### src/i2cm_regs.svh
`ifndef I2CM_REGS_SVH
`define I2CM_REGS_SVH
// What this block does
// write sends the programmed data byte third, after address and pointer
// in manual mode software loads next byte only after the ack interrupt
// data register holds no valid read data before a start
// received byte is in the data register when the ack interrupt rises
// data read before stop triggers another byte read on the bus
// data read after stop returns the byte and starts nothing
// write sends the 8-bit register pointer right after the address byte
// writing one to command bit 1 makes a stop condition
// writing one to command bit 0 starts, sends address, then data
// peripheral address: identifier in bits 7-1, bit 0 one means read
// programmable gap after address, between bytes, before stop
// slave holding clock low pauses the master until release
// start and stop bits are pulses; writing zero does nothing
// ack interrupt after each acknowledged byte transfer
`define I2CM_A_GAP   8'h14
`define I2CM_A_PADR  8'h18
`define I2CM_A_DATA  8'h1c
`define I2CM_A_PTR   8'h20
`define I2CM_A_CMD   8'h24
`define I2CM_A_MODE  8'h28
`define I2CM_A_STS   8'h2c
`define I2CM_A_MSK   8'h30
`define I2CM_A_STATE 8'h34
`define I2CM_B_START 0
`define I2CM_B_STOP  1
`define I2CM_B_DIR   0
`define I2CM_B_MAN   16
`define I2CM_GAP_HI  31
`define I2CM_GAP_LO  16
`define I2CM_ST_ACK  0
`define I2CM_ST_NACK 1
`define I2CM_ST_DONE 2
`define I2CM_DIV_RST 16'h00fa
`define I2CM_BITS    4'h8
`define I2CM_LAST    4'h7
`define I2CM_PH_ADR  2'h0
`define I2CM_PH_PTR  2'h1
`define I2CM_PH_DAT  2'h2
`endif

### src/i2cm_pkg.sv
package i2cm_pkg;
  typedef logic [7:0] i2cm_addr_t;
  typedef logic [31:0] i2cm_word_t;
  typedef enum logic [7:0] {
    st_idle  = 8'h01,
    st_start = 8'h02,
    st_lo    = 8'h04,
    st_hi    = 8'h08,
    st_gap   = 8'h10,
    st_hold  = 8'h20,
    st_stop  = 8'h40,
    st_stop2 = 8'h80
  } i2cm_state_t;
  typedef struct packed {
    logic scl;
    logic sda;
  } i2cm_pins_t;
  typedef struct packed {
    i2cm_state_t st;
    logic [15:0] cnt;
    logic [3:0]  bitc;
    logic [1:0]  ph;
    logic [7:0]  sh;
    logic [7:0]  data;
    logic [7:0]  ptr;
    logic [7:0]  padr;
    logic [15:0] gap;
    logic [15:0] div;
    logic        manual;
    logic        stop_pend;
    logic        rd_pend;
    logic        wr_pend;
    logic        mack;
    logic [2:0]  sts;
    logic [2:0]  msk;
    logic        scl_low;
    logic        sda_low;
    i2cm_word_t  prdata;
  } i2cm_core_t;
endpackage : i2cm_pkg

### src/i2cm_sync.sv
`timescale 1ns/1ps
module i2cm_sync (
  input  wire logic              clk,
  input  wire logic              rst_n,
  input  wire i2cm_pkg::i2cm_pins_t d,
  output      i2cm_pkg::i2cm_pins_t q
);
  import i2cm_pkg::*;
  typedef struct packed {
    i2cm_pins_t meta;
    i2cm_pins_t sync;
  } i2cm_sync_t;
  i2cm_sync_t s_r;
  i2cm_sync_t s_nxt;
  always_comb begin
    s_nxt      = s_r;
    s_nxt.meta = d;
    s_nxt.sync = s_r.meta;
  end
  // idle bus reads high
  always_ff @(posedge clk or negedge rst_n) begin
    if (!rst_n) begin
      s_r <= '1;
    end else begin
      s_r <= s_nxt;
    end
  end
  assign q = s_r.sync;
endmodule : i2cm_sync

### src/i2cm_top.sv
// Design decision made here: the APB register port.
`timescale 1ns/1ps
`include "i2cm_regs.svh"
module i2cm_top (
  input  wire logic              pclk,
  input  wire logic              presetn,
  input  wire logic              psel,
  input  wire logic              penable,
  input  wire logic              pwrite,
  input  wire i2cm_pkg::i2cm_addr_t paddr,
  input  wire i2cm_pkg::i2cm_word_t pwdata,
  output      i2cm_pkg::i2cm_word_t prdata,
  output      logic              pready,
  output      logic              pslverr,
  input  wire logic              scl_i,
  output      logic              scl_o,
  output      logic              scl_oe_n,
  input  wire logic              sda_i,
  output      logic              sda_o,
  output      logic              sda_oe_n,
  output      logic              irq
);
  import i2cm_pkg::*;

  i2cm_core_t s_r;
  i2cm_core_t s_nxt;
  i2cm_pins_t pin_s;
  logic       scl_s;
  logic       sda_s;
  logic       setup;
  logic       acc_wr;
  logic       acc_rd;
  logic       cmd_start;
  logic       cmd_stop;
  logic       busy;
  logic       rx;
  logic       tick;

  i2cm_sync u_sync (
    .clk   (pclk),
    .rst_n (presetn),
    .d     ({scl_i, sda_i}),
    .q     (pin_s)
  );
  assign scl_s = pin_s.scl;
  assign sda_s = pin_s.sda;

  function automatic logic mapped(input i2cm_addr_t a);
    case (a)
      `I2CM_A_GAP, `I2CM_A_PADR, `I2CM_A_DATA, `I2CM_A_PTR, `I2CM_A_CMD,
      `I2CM_A_MODE, `I2CM_A_STS, `I2CM_A_MSK, `I2CM_A_STATE: mapped = 1'b1;
      default: mapped = 1'b0;
    endcase
  endfunction : mapped

  function automatic i2cm_word_t read_word(input i2cm_core_t c, input i2cm_addr_t a);
    read_word = 32'h0;
    case (a)
      `I2CM_A_GAP:   read_word[`I2CM_GAP_HI:`I2CM_GAP_LO] = c.gap;
      `I2CM_A_PADR:  read_word[7:0] = c.padr;
      // last written or last received byte
      `I2CM_A_DATA:  read_word[7:0] = c.data;
      `I2CM_A_PTR:   read_word[7:0] = c.ptr;
      `I2CM_A_MODE:  read_word = {15'h0, c.manual, c.div};
      `I2CM_A_STS:   read_word[2:0] = c.sts;
      `I2CM_A_MSK:   read_word[2:0] = c.msk;
      `I2CM_A_STATE: read_word[8:0] = {c.st != st_idle, c.st};
      default:       read_word = 32'h0;
    endcase
  endfunction : read_word

  // one to pull the data line low for the bit about to be clocked
  function automatic logic drive_bit(input logic rxm, input logic [3:0] b,
                                     input logic [7:0] v, input logic ma);
    if (b == `I2CM_BITS) begin
      drive_bit = rxm ? !ma : 1'b0;
    end else begin
      drive_bit = rxm ? 1'b0 : !v[7];
    end
  endfunction : drive_bit

  assign setup     = psel && !penable;
  assign acc_wr    = psel && penable && pwrite;
  assign acc_rd    = psel && penable && !pwrite;
  assign cmd_start = acc_wr && paddr == `I2CM_A_CMD && pwdata[`I2CM_B_START];
  assign cmd_stop  = acc_wr && paddr == `I2CM_A_CMD && pwdata[`I2CM_B_STOP];
  assign busy      = s_r.st != st_idle;
  assign rx        = s_r.padr[`I2CM_B_DIR] && s_r.ph != `I2CM_PH_ADR;
  assign tick      = s_r.cnt == 16'h0;

  always_comb begin
    s_nxt = s_r;
    // apb side
    if (setup) begin
      s_nxt.prdata = read_word(s_r, paddr);
    end
    if (acc_wr) begin
      case (paddr)
        `I2CM_A_GAP:  s_nxt.gap = pwdata[`I2CM_GAP_HI:`I2CM_GAP_LO];
        `I2CM_A_PADR: s_nxt.padr = pwdata[7:0];
        `I2CM_A_DATA: begin
          s_nxt.data    = pwdata[7:0];
          s_nxt.wr_pend = busy;
        end
        `I2CM_A_PTR:  s_nxt.ptr = pwdata[7:0];
        `I2CM_A_MODE: begin
          s_nxt.div    = pwdata[15:0];
          s_nxt.manual = pwdata[`I2CM_B_MAN];
        end
        `I2CM_A_MSK:  s_nxt.msk = pwdata[2:0];
        default: ;
      endcase
    end
    if (acc_rd && paddr == `I2CM_A_DATA && busy && !s_r.stop_pend) begin
      s_nxt.rd_pend = 1'b1;
    end
    // clear only what this read reported, so an event in the access cycle survives
    if (acc_rd && paddr == `I2CM_A_STS) begin
      s_nxt.sts = s_r.sts & ~s_r.prdata[2:0];
    end
    if (cmd_stop && busy) begin
      s_nxt.stop_pend = 1'b1;
    end
    // bus engine
    case (s_r.st)
      st_idle: begin
        if (cmd_start) begin
          s_nxt.st        = st_start;
          s_nxt.sda_low   = 1'b1;
          s_nxt.cnt       = s_r.div;
          s_nxt.sh        = s_r.padr;
          s_nxt.ph        = `I2CM_PH_ADR;
          s_nxt.bitc      = 4'h0;
          s_nxt.stop_pend = cmd_stop;
          s_nxt.rd_pend   = 1'b0;
          s_nxt.wr_pend   = 1'b0;
        end
      end
      st_start: begin
        if (tick) begin
          s_nxt.scl_low = 1'b1;
          s_nxt.st      = st_lo;
          s_nxt.cnt     = s_r.div;
        end else begin
          s_nxt.cnt = s_r.cnt - 16'h1;
        end
      end
      st_lo: begin
        if (s_r.cnt == s_r.div) begin
          s_nxt.sda_low = drive_bit(rx, s_r.bitc, s_r.sh, s_r.mack);
        end
        if (tick) begin
          s_nxt.scl_low = 1'b0;
          s_nxt.st      = st_hi;
          s_nxt.cnt     = s_r.div;
        end else begin
          s_nxt.cnt = s_r.cnt - 16'h1;
        end
      end
      st_hi: begin
        if (!scl_s) begin
          s_nxt.cnt = s_r.cnt;
        end else if (!tick) begin
          s_nxt.cnt = s_r.cnt - 16'h1;
        end else begin
          s_nxt.scl_low = 1'b1;
          s_nxt.cnt     = s_r.div;
          s_nxt.st      = st_lo;
          if (s_r.bitc != `I2CM_BITS) begin
            s_nxt.sh   = {s_r.sh[6:0], sda_s};
            s_nxt.bitc = s_r.bitc + 4'h1;
            if (rx && s_r.bitc == `I2CM_LAST) begin
              s_nxt.data               = {s_r.sh[6:0], sda_s};
              s_nxt.sts[`I2CM_ST_ACK]  = 1'b1;
              s_nxt.st                 = st_gap;
              s_nxt.cnt                = s_r.gap;
            end
          end else begin
            s_nxt.bitc = 4'h0;
            s_nxt.st   = st_gap;
            s_nxt.cnt  = s_r.gap;
            if (!rx && sda_s) begin
              s_nxt.sts[`I2CM_ST_NACK] = 1'b1;
              s_nxt.stop_pend          = 1'b1;
            end else if (!rx) begin
              s_nxt.sts[`I2CM_ST_ACK] = 1'b1;
            end
          end
        end
      end
      st_gap: begin
        if (!tick) begin
          s_nxt.cnt = s_r.cnt - 16'h1;
        end else if (rx && s_r.bitc == `I2CM_BITS) begin
          s_nxt.st = st_hold;
        end else if (s_r.stop_pend) begin
          s_nxt.st = st_stop;
        end else begin
          s_nxt.st  = st_lo;
          s_nxt.cnt = s_r.div;
          case (s_r.ph)
            `I2CM_PH_ADR: begin
              if (s_r.padr[`I2CM_B_DIR]) begin
                s_nxt.ph = `I2CM_PH_DAT;
              end else begin
                s_nxt.ph = `I2CM_PH_PTR;
                s_nxt.sh = s_r.ptr;
              end
            end
            `I2CM_PH_PTR: begin
              s_nxt.ph = `I2CM_PH_DAT;
              s_nxt.sh = s_r.data;
            end
            default: begin
              if (!rx && s_r.manual) begin
                s_nxt.st = st_hold;
              end else if (!rx) begin
                s_nxt.stop_pend = 1'b1;
                s_nxt.st        = st_stop;
              end
            end
          endcase
        end
      end
      st_hold: begin
        if (rx && s_r.stop_pend) begin
          s_nxt.mack    = 1'b1;
          s_nxt.rd_pend = 1'b0;
          s_nxt.st      = st_lo;
          s_nxt.cnt     = s_r.div;
        end else if (rx && s_r.rd_pend) begin
          s_nxt.mack    = 1'b0;
          s_nxt.rd_pend = 1'b0;
          s_nxt.st      = st_lo;
          s_nxt.cnt     = s_r.div;
        end else if (!rx && s_r.stop_pend) begin
          s_nxt.st = st_stop;
        end else if (!rx && s_r.wr_pend) begin
          s_nxt.wr_pend = 1'b0;
          s_nxt.sh      = s_r.data;
          s_nxt.bitc    = 4'h0;
          s_nxt.st      = st_lo;
          s_nxt.cnt     = s_r.div;
        end
      end
      st_stop: begin
        s_nxt.sda_low = 1'b1;
        if (s_r.sda_low && tick) begin
          s_nxt.scl_low = 1'b0;
          s_nxt.st      = st_stop2;
          s_nxt.cnt     = s_r.div;
        end else if (s_r.sda_low) begin
          s_nxt.cnt = s_r.cnt - 16'h1;
        end else begin
          s_nxt.cnt = s_r.div;
        end
      end
      st_stop2: begin
        if (!scl_s) begin
          s_nxt.cnt = s_r.cnt;
        end else if (!tick) begin
          s_nxt.cnt = s_r.cnt - 16'h1;
        end else begin
          s_nxt.sda_low             = 1'b0;
          s_nxt.stop_pend           = 1'b0;
          s_nxt.st                  = st_idle;
          s_nxt.sts[`I2CM_ST_DONE]  = 1'b1;
        end
      end
      default: begin
        s_nxt.st = st_idle;
      end
    endcase
  end

  always_ff @(posedge pclk or negedge presetn) begin
    if (!presetn) begin
      s_r        <= '0;
      s_r.st     <= st_idle;
      s_r.div    <= `I2CM_DIV_RST;
    end else begin
      s_r <= s_nxt;
    end
  end

  assign prdata   = s_r.prdata;
  assign pready   = psel && penable;
  assign pslverr  = psel && penable && !mapped(paddr);
  assign scl_o    = 1'b0;
  assign sda_o    = 1'b0;
  assign scl_oe_n = !s_r.scl_low;
  assign sda_oe_n = !s_r.sda_low;
  assign irq      = |(s_r.sts & s_r.msk);
endmodule : i2cm_top

### config.mk
export PLATFORM = sky130hd
export DESIGN_NAME = i2cm_top
export DESIGN_NICKNAME = d
export VERILOG_FILES = /design/src/i2cm_pkg.sv /design/src/i2cm_sync.sv /design/src/i2cm_top.sv
export VERILOG_INCLUDE_DIRS = /design/src /design/src/src
export SDC_FILE = /design/constraint.sdc
export NUM_CORES = 1
export LEC_CHECK = 0
export BUFFER_PORTS_ARGS = -buffer_cell sky130_fd_sc_hd__buf_2
export CAP_MARGIN = 10
export CORE_UTILIZATION = 61
export DETAILED_ROUTE_END_ITERATION = 12
export HOLD_SLACK_MARGIN = 0.1
export PLACE_DENSITY = 0.82
export SETUP_SLACK_MARGIN = 0.5
export SLEW_MARGIN = 40
export SYNTH_ARGS = -nofsm -noshare
export SYNTH_HDL_FRONTEND = slang
export SYNTH_SLANG_ARGS = --single-unit
### constraint.sdc
create_clock -name pclk -period 5.56 [get_ports pclk]
set_input_delay 0.834 -clock pclk [delete_from_list [all_inputs] [get_ports pclk]]
set_output_delay 0.834 -clock pclk [all_outputs]
set_load 0.02 [all_outputs]
## Word level (Yosys, flattened, before mapping)

Index checks and enable logic that the tools add are counted.

- Output and inout port bits: 39
- Bits in registers: 143
- Logic and storage cells: 255
- Input bits: 47

- $add $sub $neg: 2
- Reductions and logical operators: 59
- Bitwise gates (word level): 3
- Multiplexer cells: 119
- Eq/ne operators: 48

Operators by type and width:

| kind | count |
|---|---|
| 16-bit 2-to-1 mux | 14 |
| 8-bit 2-to-1 mux | 23 |
| 16-bit case mux with 7 select lines | 1 |
| 8-bit case mux with 8 select lines | 1 |
| 57-bit 2-to-1 mux | 1 |
| 8-bit by 6-bit equality test with 1-bit output, second input constant | 7 |
| 28-bit 2-to-1 mux | 2 |
| 24-bit 2-to-1 mux | 2 |
| 1-bit 2-to-1 mux | 44 |
| 38-bit 2-to-1 mux | 1 |
| 8-bit by 5-bit equality test with 1-bit output, second input constant | 4 |
| 2-bit != test, second input constant | 16 |
| 16-bit case mux with 2 select lines | 1 |
| 8-bit case mux with 4 select lines | 1 |
| 10-bit 2-to-1 mux | 3 |
| 5-bit case mux with 5 select lines | 1 |
| 1-bit logical AND | 23 |
| 21-bit 2-to-1 mux | 1 |
| 3-bit case mux with 7 select lines | 1 |
| 20-bit 2-to-1 mux | 1 |
| 10-bit case mux with 2 select lines | 1 |
| 17-bit 2-to-1 mux | 1 |
| 16-bit equality test | 1 |
| 16-bit logical NOT | 1 |
| 44 further kinds | 79 |

## Longest topological paths before layout

- Depth after elaboration: 13
- Mapped depth: 11
- Gate-level depth less buffers: 8

## Cells and area by module

Synthesis repeated with hierarchy kept, for this count alone.

- Cells, all modules: 796
- Area, all modules: 7747.4 um^2

By module, submodules not included:

| module | area an instance (um^2) | sequential area each (um^2) | instances | cells each |
|---|---|---|---|---|
| i2cm_top | 7642.3 | 3487.1 | 1 | 792 |
| i2cm_sync | 105.1 | 105.1 | 1 | 4 |

## Worst setup path after synthesis

OpenSTA, ideal clock, no wires.

- Path type: input port to flip-flop
- Start: input paddr[3]
- End: register s_r[122] (netlist name)
- Data arrival time: 3170 ps
- Path buffers: 3
- Data required time: 5435 ps
- Stages on the path: 9
- Setup slack: 2265 ps
- Cells stage by stage: buf_2 > or4b_4 > nor4_4 > nor2_1 > or2_1 > or3_1 > buf_2 > buf_6 > mux2_4

- Longest elaborated chain between the ends: 5

RTL lines:

| element | line | RTL |
|---|---|---|
| start: declaration | i2cm_top.sv:10 | `input wire i2cm_pkg::i2cm_addr_t paddr,` |
| 8-bit by 6-bit equality test with 1-bit output | -- |  |
| 1-bit logical AND (no line) | -- |  |
| 1-bit logical AND | i2cm_top.sv:85 | `` assign cmd_start = acc_wr && paddr == `I2CM_A_CMD && pwdata[`I2CM_B_START]; `` |
| 2-bit != test (no line) | -- |  |
| 9-bit AND reduction (no line) | -- |  |
| end signal: assignment | i2cm_top.sv:282 | `s_r <= s_nxt;` |
| end: declaration | i2cm_top.sv:25 | `i2cm_core_t s_r;` |

No other way between the ends.
A chain may end at the register's enable or synchronous reset.

## Worst setup path in the final report

- Start: register s_r[115] (netlist name)
- End: register s_r[106] (netlist name)

- Longest elaborated chain between the ends: 3
- Elaborated cells on any way between the ends: 4
- Classes of those cells: 2 x eq/ne; 2 x reduce/logical

RTL lines:

| element | line | RTL |
|---|---|---|
| 16-bit logical NOT (*) | i2cm_top.sv:89 | `assign tick = s_r.cnt == 16'h0;` |
| 2-bit != test (no line) | -- |  |
| 14-bit AND reduction (no line) (*) | -- |  |

Every way passes the cells marked *; elsewhere a longest branch is shown, timed or not.

==> reports/results.txt <==
Status - finished, final reports clean
Pwr Total - 3.728 mW
Compound-gate portion of the synthesized area - 12.52%
Power density cells - 421.5 nW/µm²
I/O Pins - 86
Combinational share of power - 35.8%
CP arrival - 3.68 ns
DR vias/cell - 6.585
Multi-input gate area - 3865 µm²
RSZ-0062 raised after global routing - false
Post-synth top area share - 41.53%
Core Rows - 41
Yosys top cell by area - dfrtp_1
P_sw - 1.437 mW
DR WL/cell - 21.64 µm
FF/Latch Area - 3592 µm²
Post_cts resized - 0
Mapped Area - 7954 µm²
CTS max path bufs - 2
Reg power frac - 33.4%
Distinct cells, synth - 71
Total wire length - 22220 µm
Final period utilization - 60.74%
Total global routing overflow - 0
Total global-route track usage - 34.77%
Number of global-route vias before repair - 6271
Syn avg cell area - 9.807 µm²
RR Startpoint - s_r[115]
Largest net degree at the start of global routing - 97
Critical path type - flop to flop
Placer Congestion - 0.9063
R2R depth - 8
Skew final - 0.009969 ns
Clock network fraction of total power - 30.8%
End of the worst register-to-register path - s_r[106]
Worst Tran Pin Value - 0.8249 ns
Die width - 116.2 µm
Fin crit period - 3.377 ns
Area growth from synthesis to layout - 11.20%
Clk sinks - 143
Clock transition at path regs - 0.06 ns
Largest family of logic cells by synthesized area - simple AND/OR/NAND/NOR gates
Mux contribution to synthesized area - 12.57%
Post-Synth XOR/XNOR Area - 2.973%
# nets final - 892
Dpl hpwl - 15580 µm
Synth area leaders - dfrtp_1 42%, mux2_2 7.6%, nand2_1 4.7%, dfstp_2 3.6%, buf_4 3.2%
Initial antenna violation count - 0
Clock root buffer - clkbuf_16
Num CTS Buffers - 17
Adder-cell share of the synthesized area - 0.4719%
Leak pwr - 4.352 nW
Startpoint class of the critical path - flop
Port Buffers - 83
Worst-skew pair later-pin latency - 0.43 ns
Setup bufs post-CTS - 0
# DRC - 0
Maximum vdd drop - 311.2 µV
Setup_tns - 0 ns
CTS Hold Buffers Added - 0
Die Y - 116.2 µm
Synthesis-stage register bit count - 143
Setup crit end kind - flop
Crit Path Max Fanout - 10
Initial DRC count - 648
Crit path required time - 5.87 ns
First-pass GRT wire length - 34730 µm
Pre-Repair DR Iteration Count - 6
Hold crit path type - primary input to asynchronous set/reset pin
Proportion of layout cells with a drive suffix above 1 - 24.33%
Final Max Slew Viols - 0
N_diodes - 0
Core Region - 12670 µm²
Number of flops mapped to enable cells by yosys - 0
H-tree levels - 4
Fillers - 971
Async SR Flop Fraction - 100.0%
R2R Setup Slk - 2.18 ns
Worst rel slew slack - 44.87%
Main synth FF type - dfrtp_1
Achievable frequency - 296.1 MHz
Sequential fraction of the synthesis area - 45.16%
Switch share - 38.55%
Final hold violations - 0
Die area - 13500 µm²
Most frequent cells in the layout - 132 x dfrtp_1, 98 x nand2_1, 82 x buf_2, 54 x mux2_2, 53 x nor2_1
Via Count - 6763
Synth warn - 0
Max cap viols - 0
Commonest non-fill, non-tap cell in the layout - dfrtp_1
CTS tree - built
Synth Area in Simple Gates - 19.65%
Internal power - 2.291 mW
Initial Util - 62.77%
Final Setup Violations - 0
Mapped Cells - 811
Antenna-violating nets left - 0
## worst max-delay path by stage
stage,from,to,cells after the start,slack [ns]
floorplan,paddr[3],s_r[122],9,2.26
global placement,paddr[3],s_r[121],7,1.80
detailed placement,paddr[3],s_r[121],7,1.73
CTS,s_r[136],s_r[120],6,2.14
global route,s_r[121],s_r[106],6,2.07
finish,s_r[115],s_r[106],8,2.18
## critical path, cell delays in order (launching register included)
cell and delay (ns):
dfrtp_1 0.42, inv_1 0.10, ha_1 0.23, nor4b_1 0.35
nand4_1 0.52, nor2_1 0.56, a21oi_1 0.15, or3_1 0.52
mux2_1 0.39
## synthesized netlist by cell type, types with 4 or more instances
cell type and count:
a31oi_1 6, nand4_1 11, o21ai_1 5, buf_6 4
inv_1 16, mux2_2 54, nor4_1 9, nor4b_1 6
a211oi_1 6, xor2_1 23, a21oi_1 26, a221o_1 10
dfstp_2 11, a221oi_1 17, and3_1 8, nand3_1 42
mux2_4 5, clkbuf_1 32, nand2_1 99, nor2_1 53
o21ai_0 32, a22oi_1 5, nor2b_1 4, mux2_1 13
o22ai_1 8, or3_1 5, mux2i_1 17, dfrtp_1 132
xnor2_1 4, and2_1 6, buf_1 8, a222oi_1 4
buf_4 34, nor3_1 31
## sequential cells by signal (all words and copies together), names as in the netlist
name	count
prdata	32
u_sync.q	2
u_sync.s_nxt	2
s_r	107
## cells by family after synthesis
group | Yosys count
compound gates | 144
xor+xnor | 27
fa+ha+maj | 3
buf+inv | 97
flops | 143
mux | 89
other cells | 1
simple gates | 307
## power by group through the flow
stage          sequential (mW)  combinational, mW  clock (mW)
2_1_floorplan             1.20               1.02           0
4_1_cts                   1.24               1.28        1.15
5_1_grt                   1.26               1.44        1.20
3_3_place_gp              1.25               1.23           0
3_5_place_dp              1.26               1.27           0
6_report                  1.25               1.34        1.15
## per-stage QoR
step | util [%] | std cells | hold slack (ns) | worst slack (ns) | instance area (µm²)
after CTS | 69.43 | 1025 | 0.3571 | 2.136 | 8797
after floorplan | - | 812 | 0.3452 | 2.265 | 7958
after global routing | 69.80 | 1027 | 0.2685 | 2.066 | 8845
final | 69.80 | 1027 | 0.2621 | 2.183 | 8845
after global placement | 64.59 | 993 | 0.3465 | 1.801 | 8184
after detailed placement | 64.75 | 993 | 0.3476 | 1.729 | 8204
## area by class of cell
type | count | share of cell area, %
clock inverters | 10 | 1.457
repair buffers | 92 | 5.871
inverters | 16 | 0.6790
clock buffers | 22 | 5.248
multi-input cells | 572 | 43.70
flip-flops and latches | 143 | 40.61
well taps | 172 | 2.433
## per-layer routing
metal | share of wire (%) | vias to the layer above | GRT usage, %
li1 | - | 2989 | -
met1 | 42 | 3313 | 47.28
met2 | 46 | 405 | 53.06
met3 | 10 | 56 | 9.756
met4 | 2.6 | 0 | 13.42
met5 | 0 | - | 0
Power figures use the tool's default switching activity.
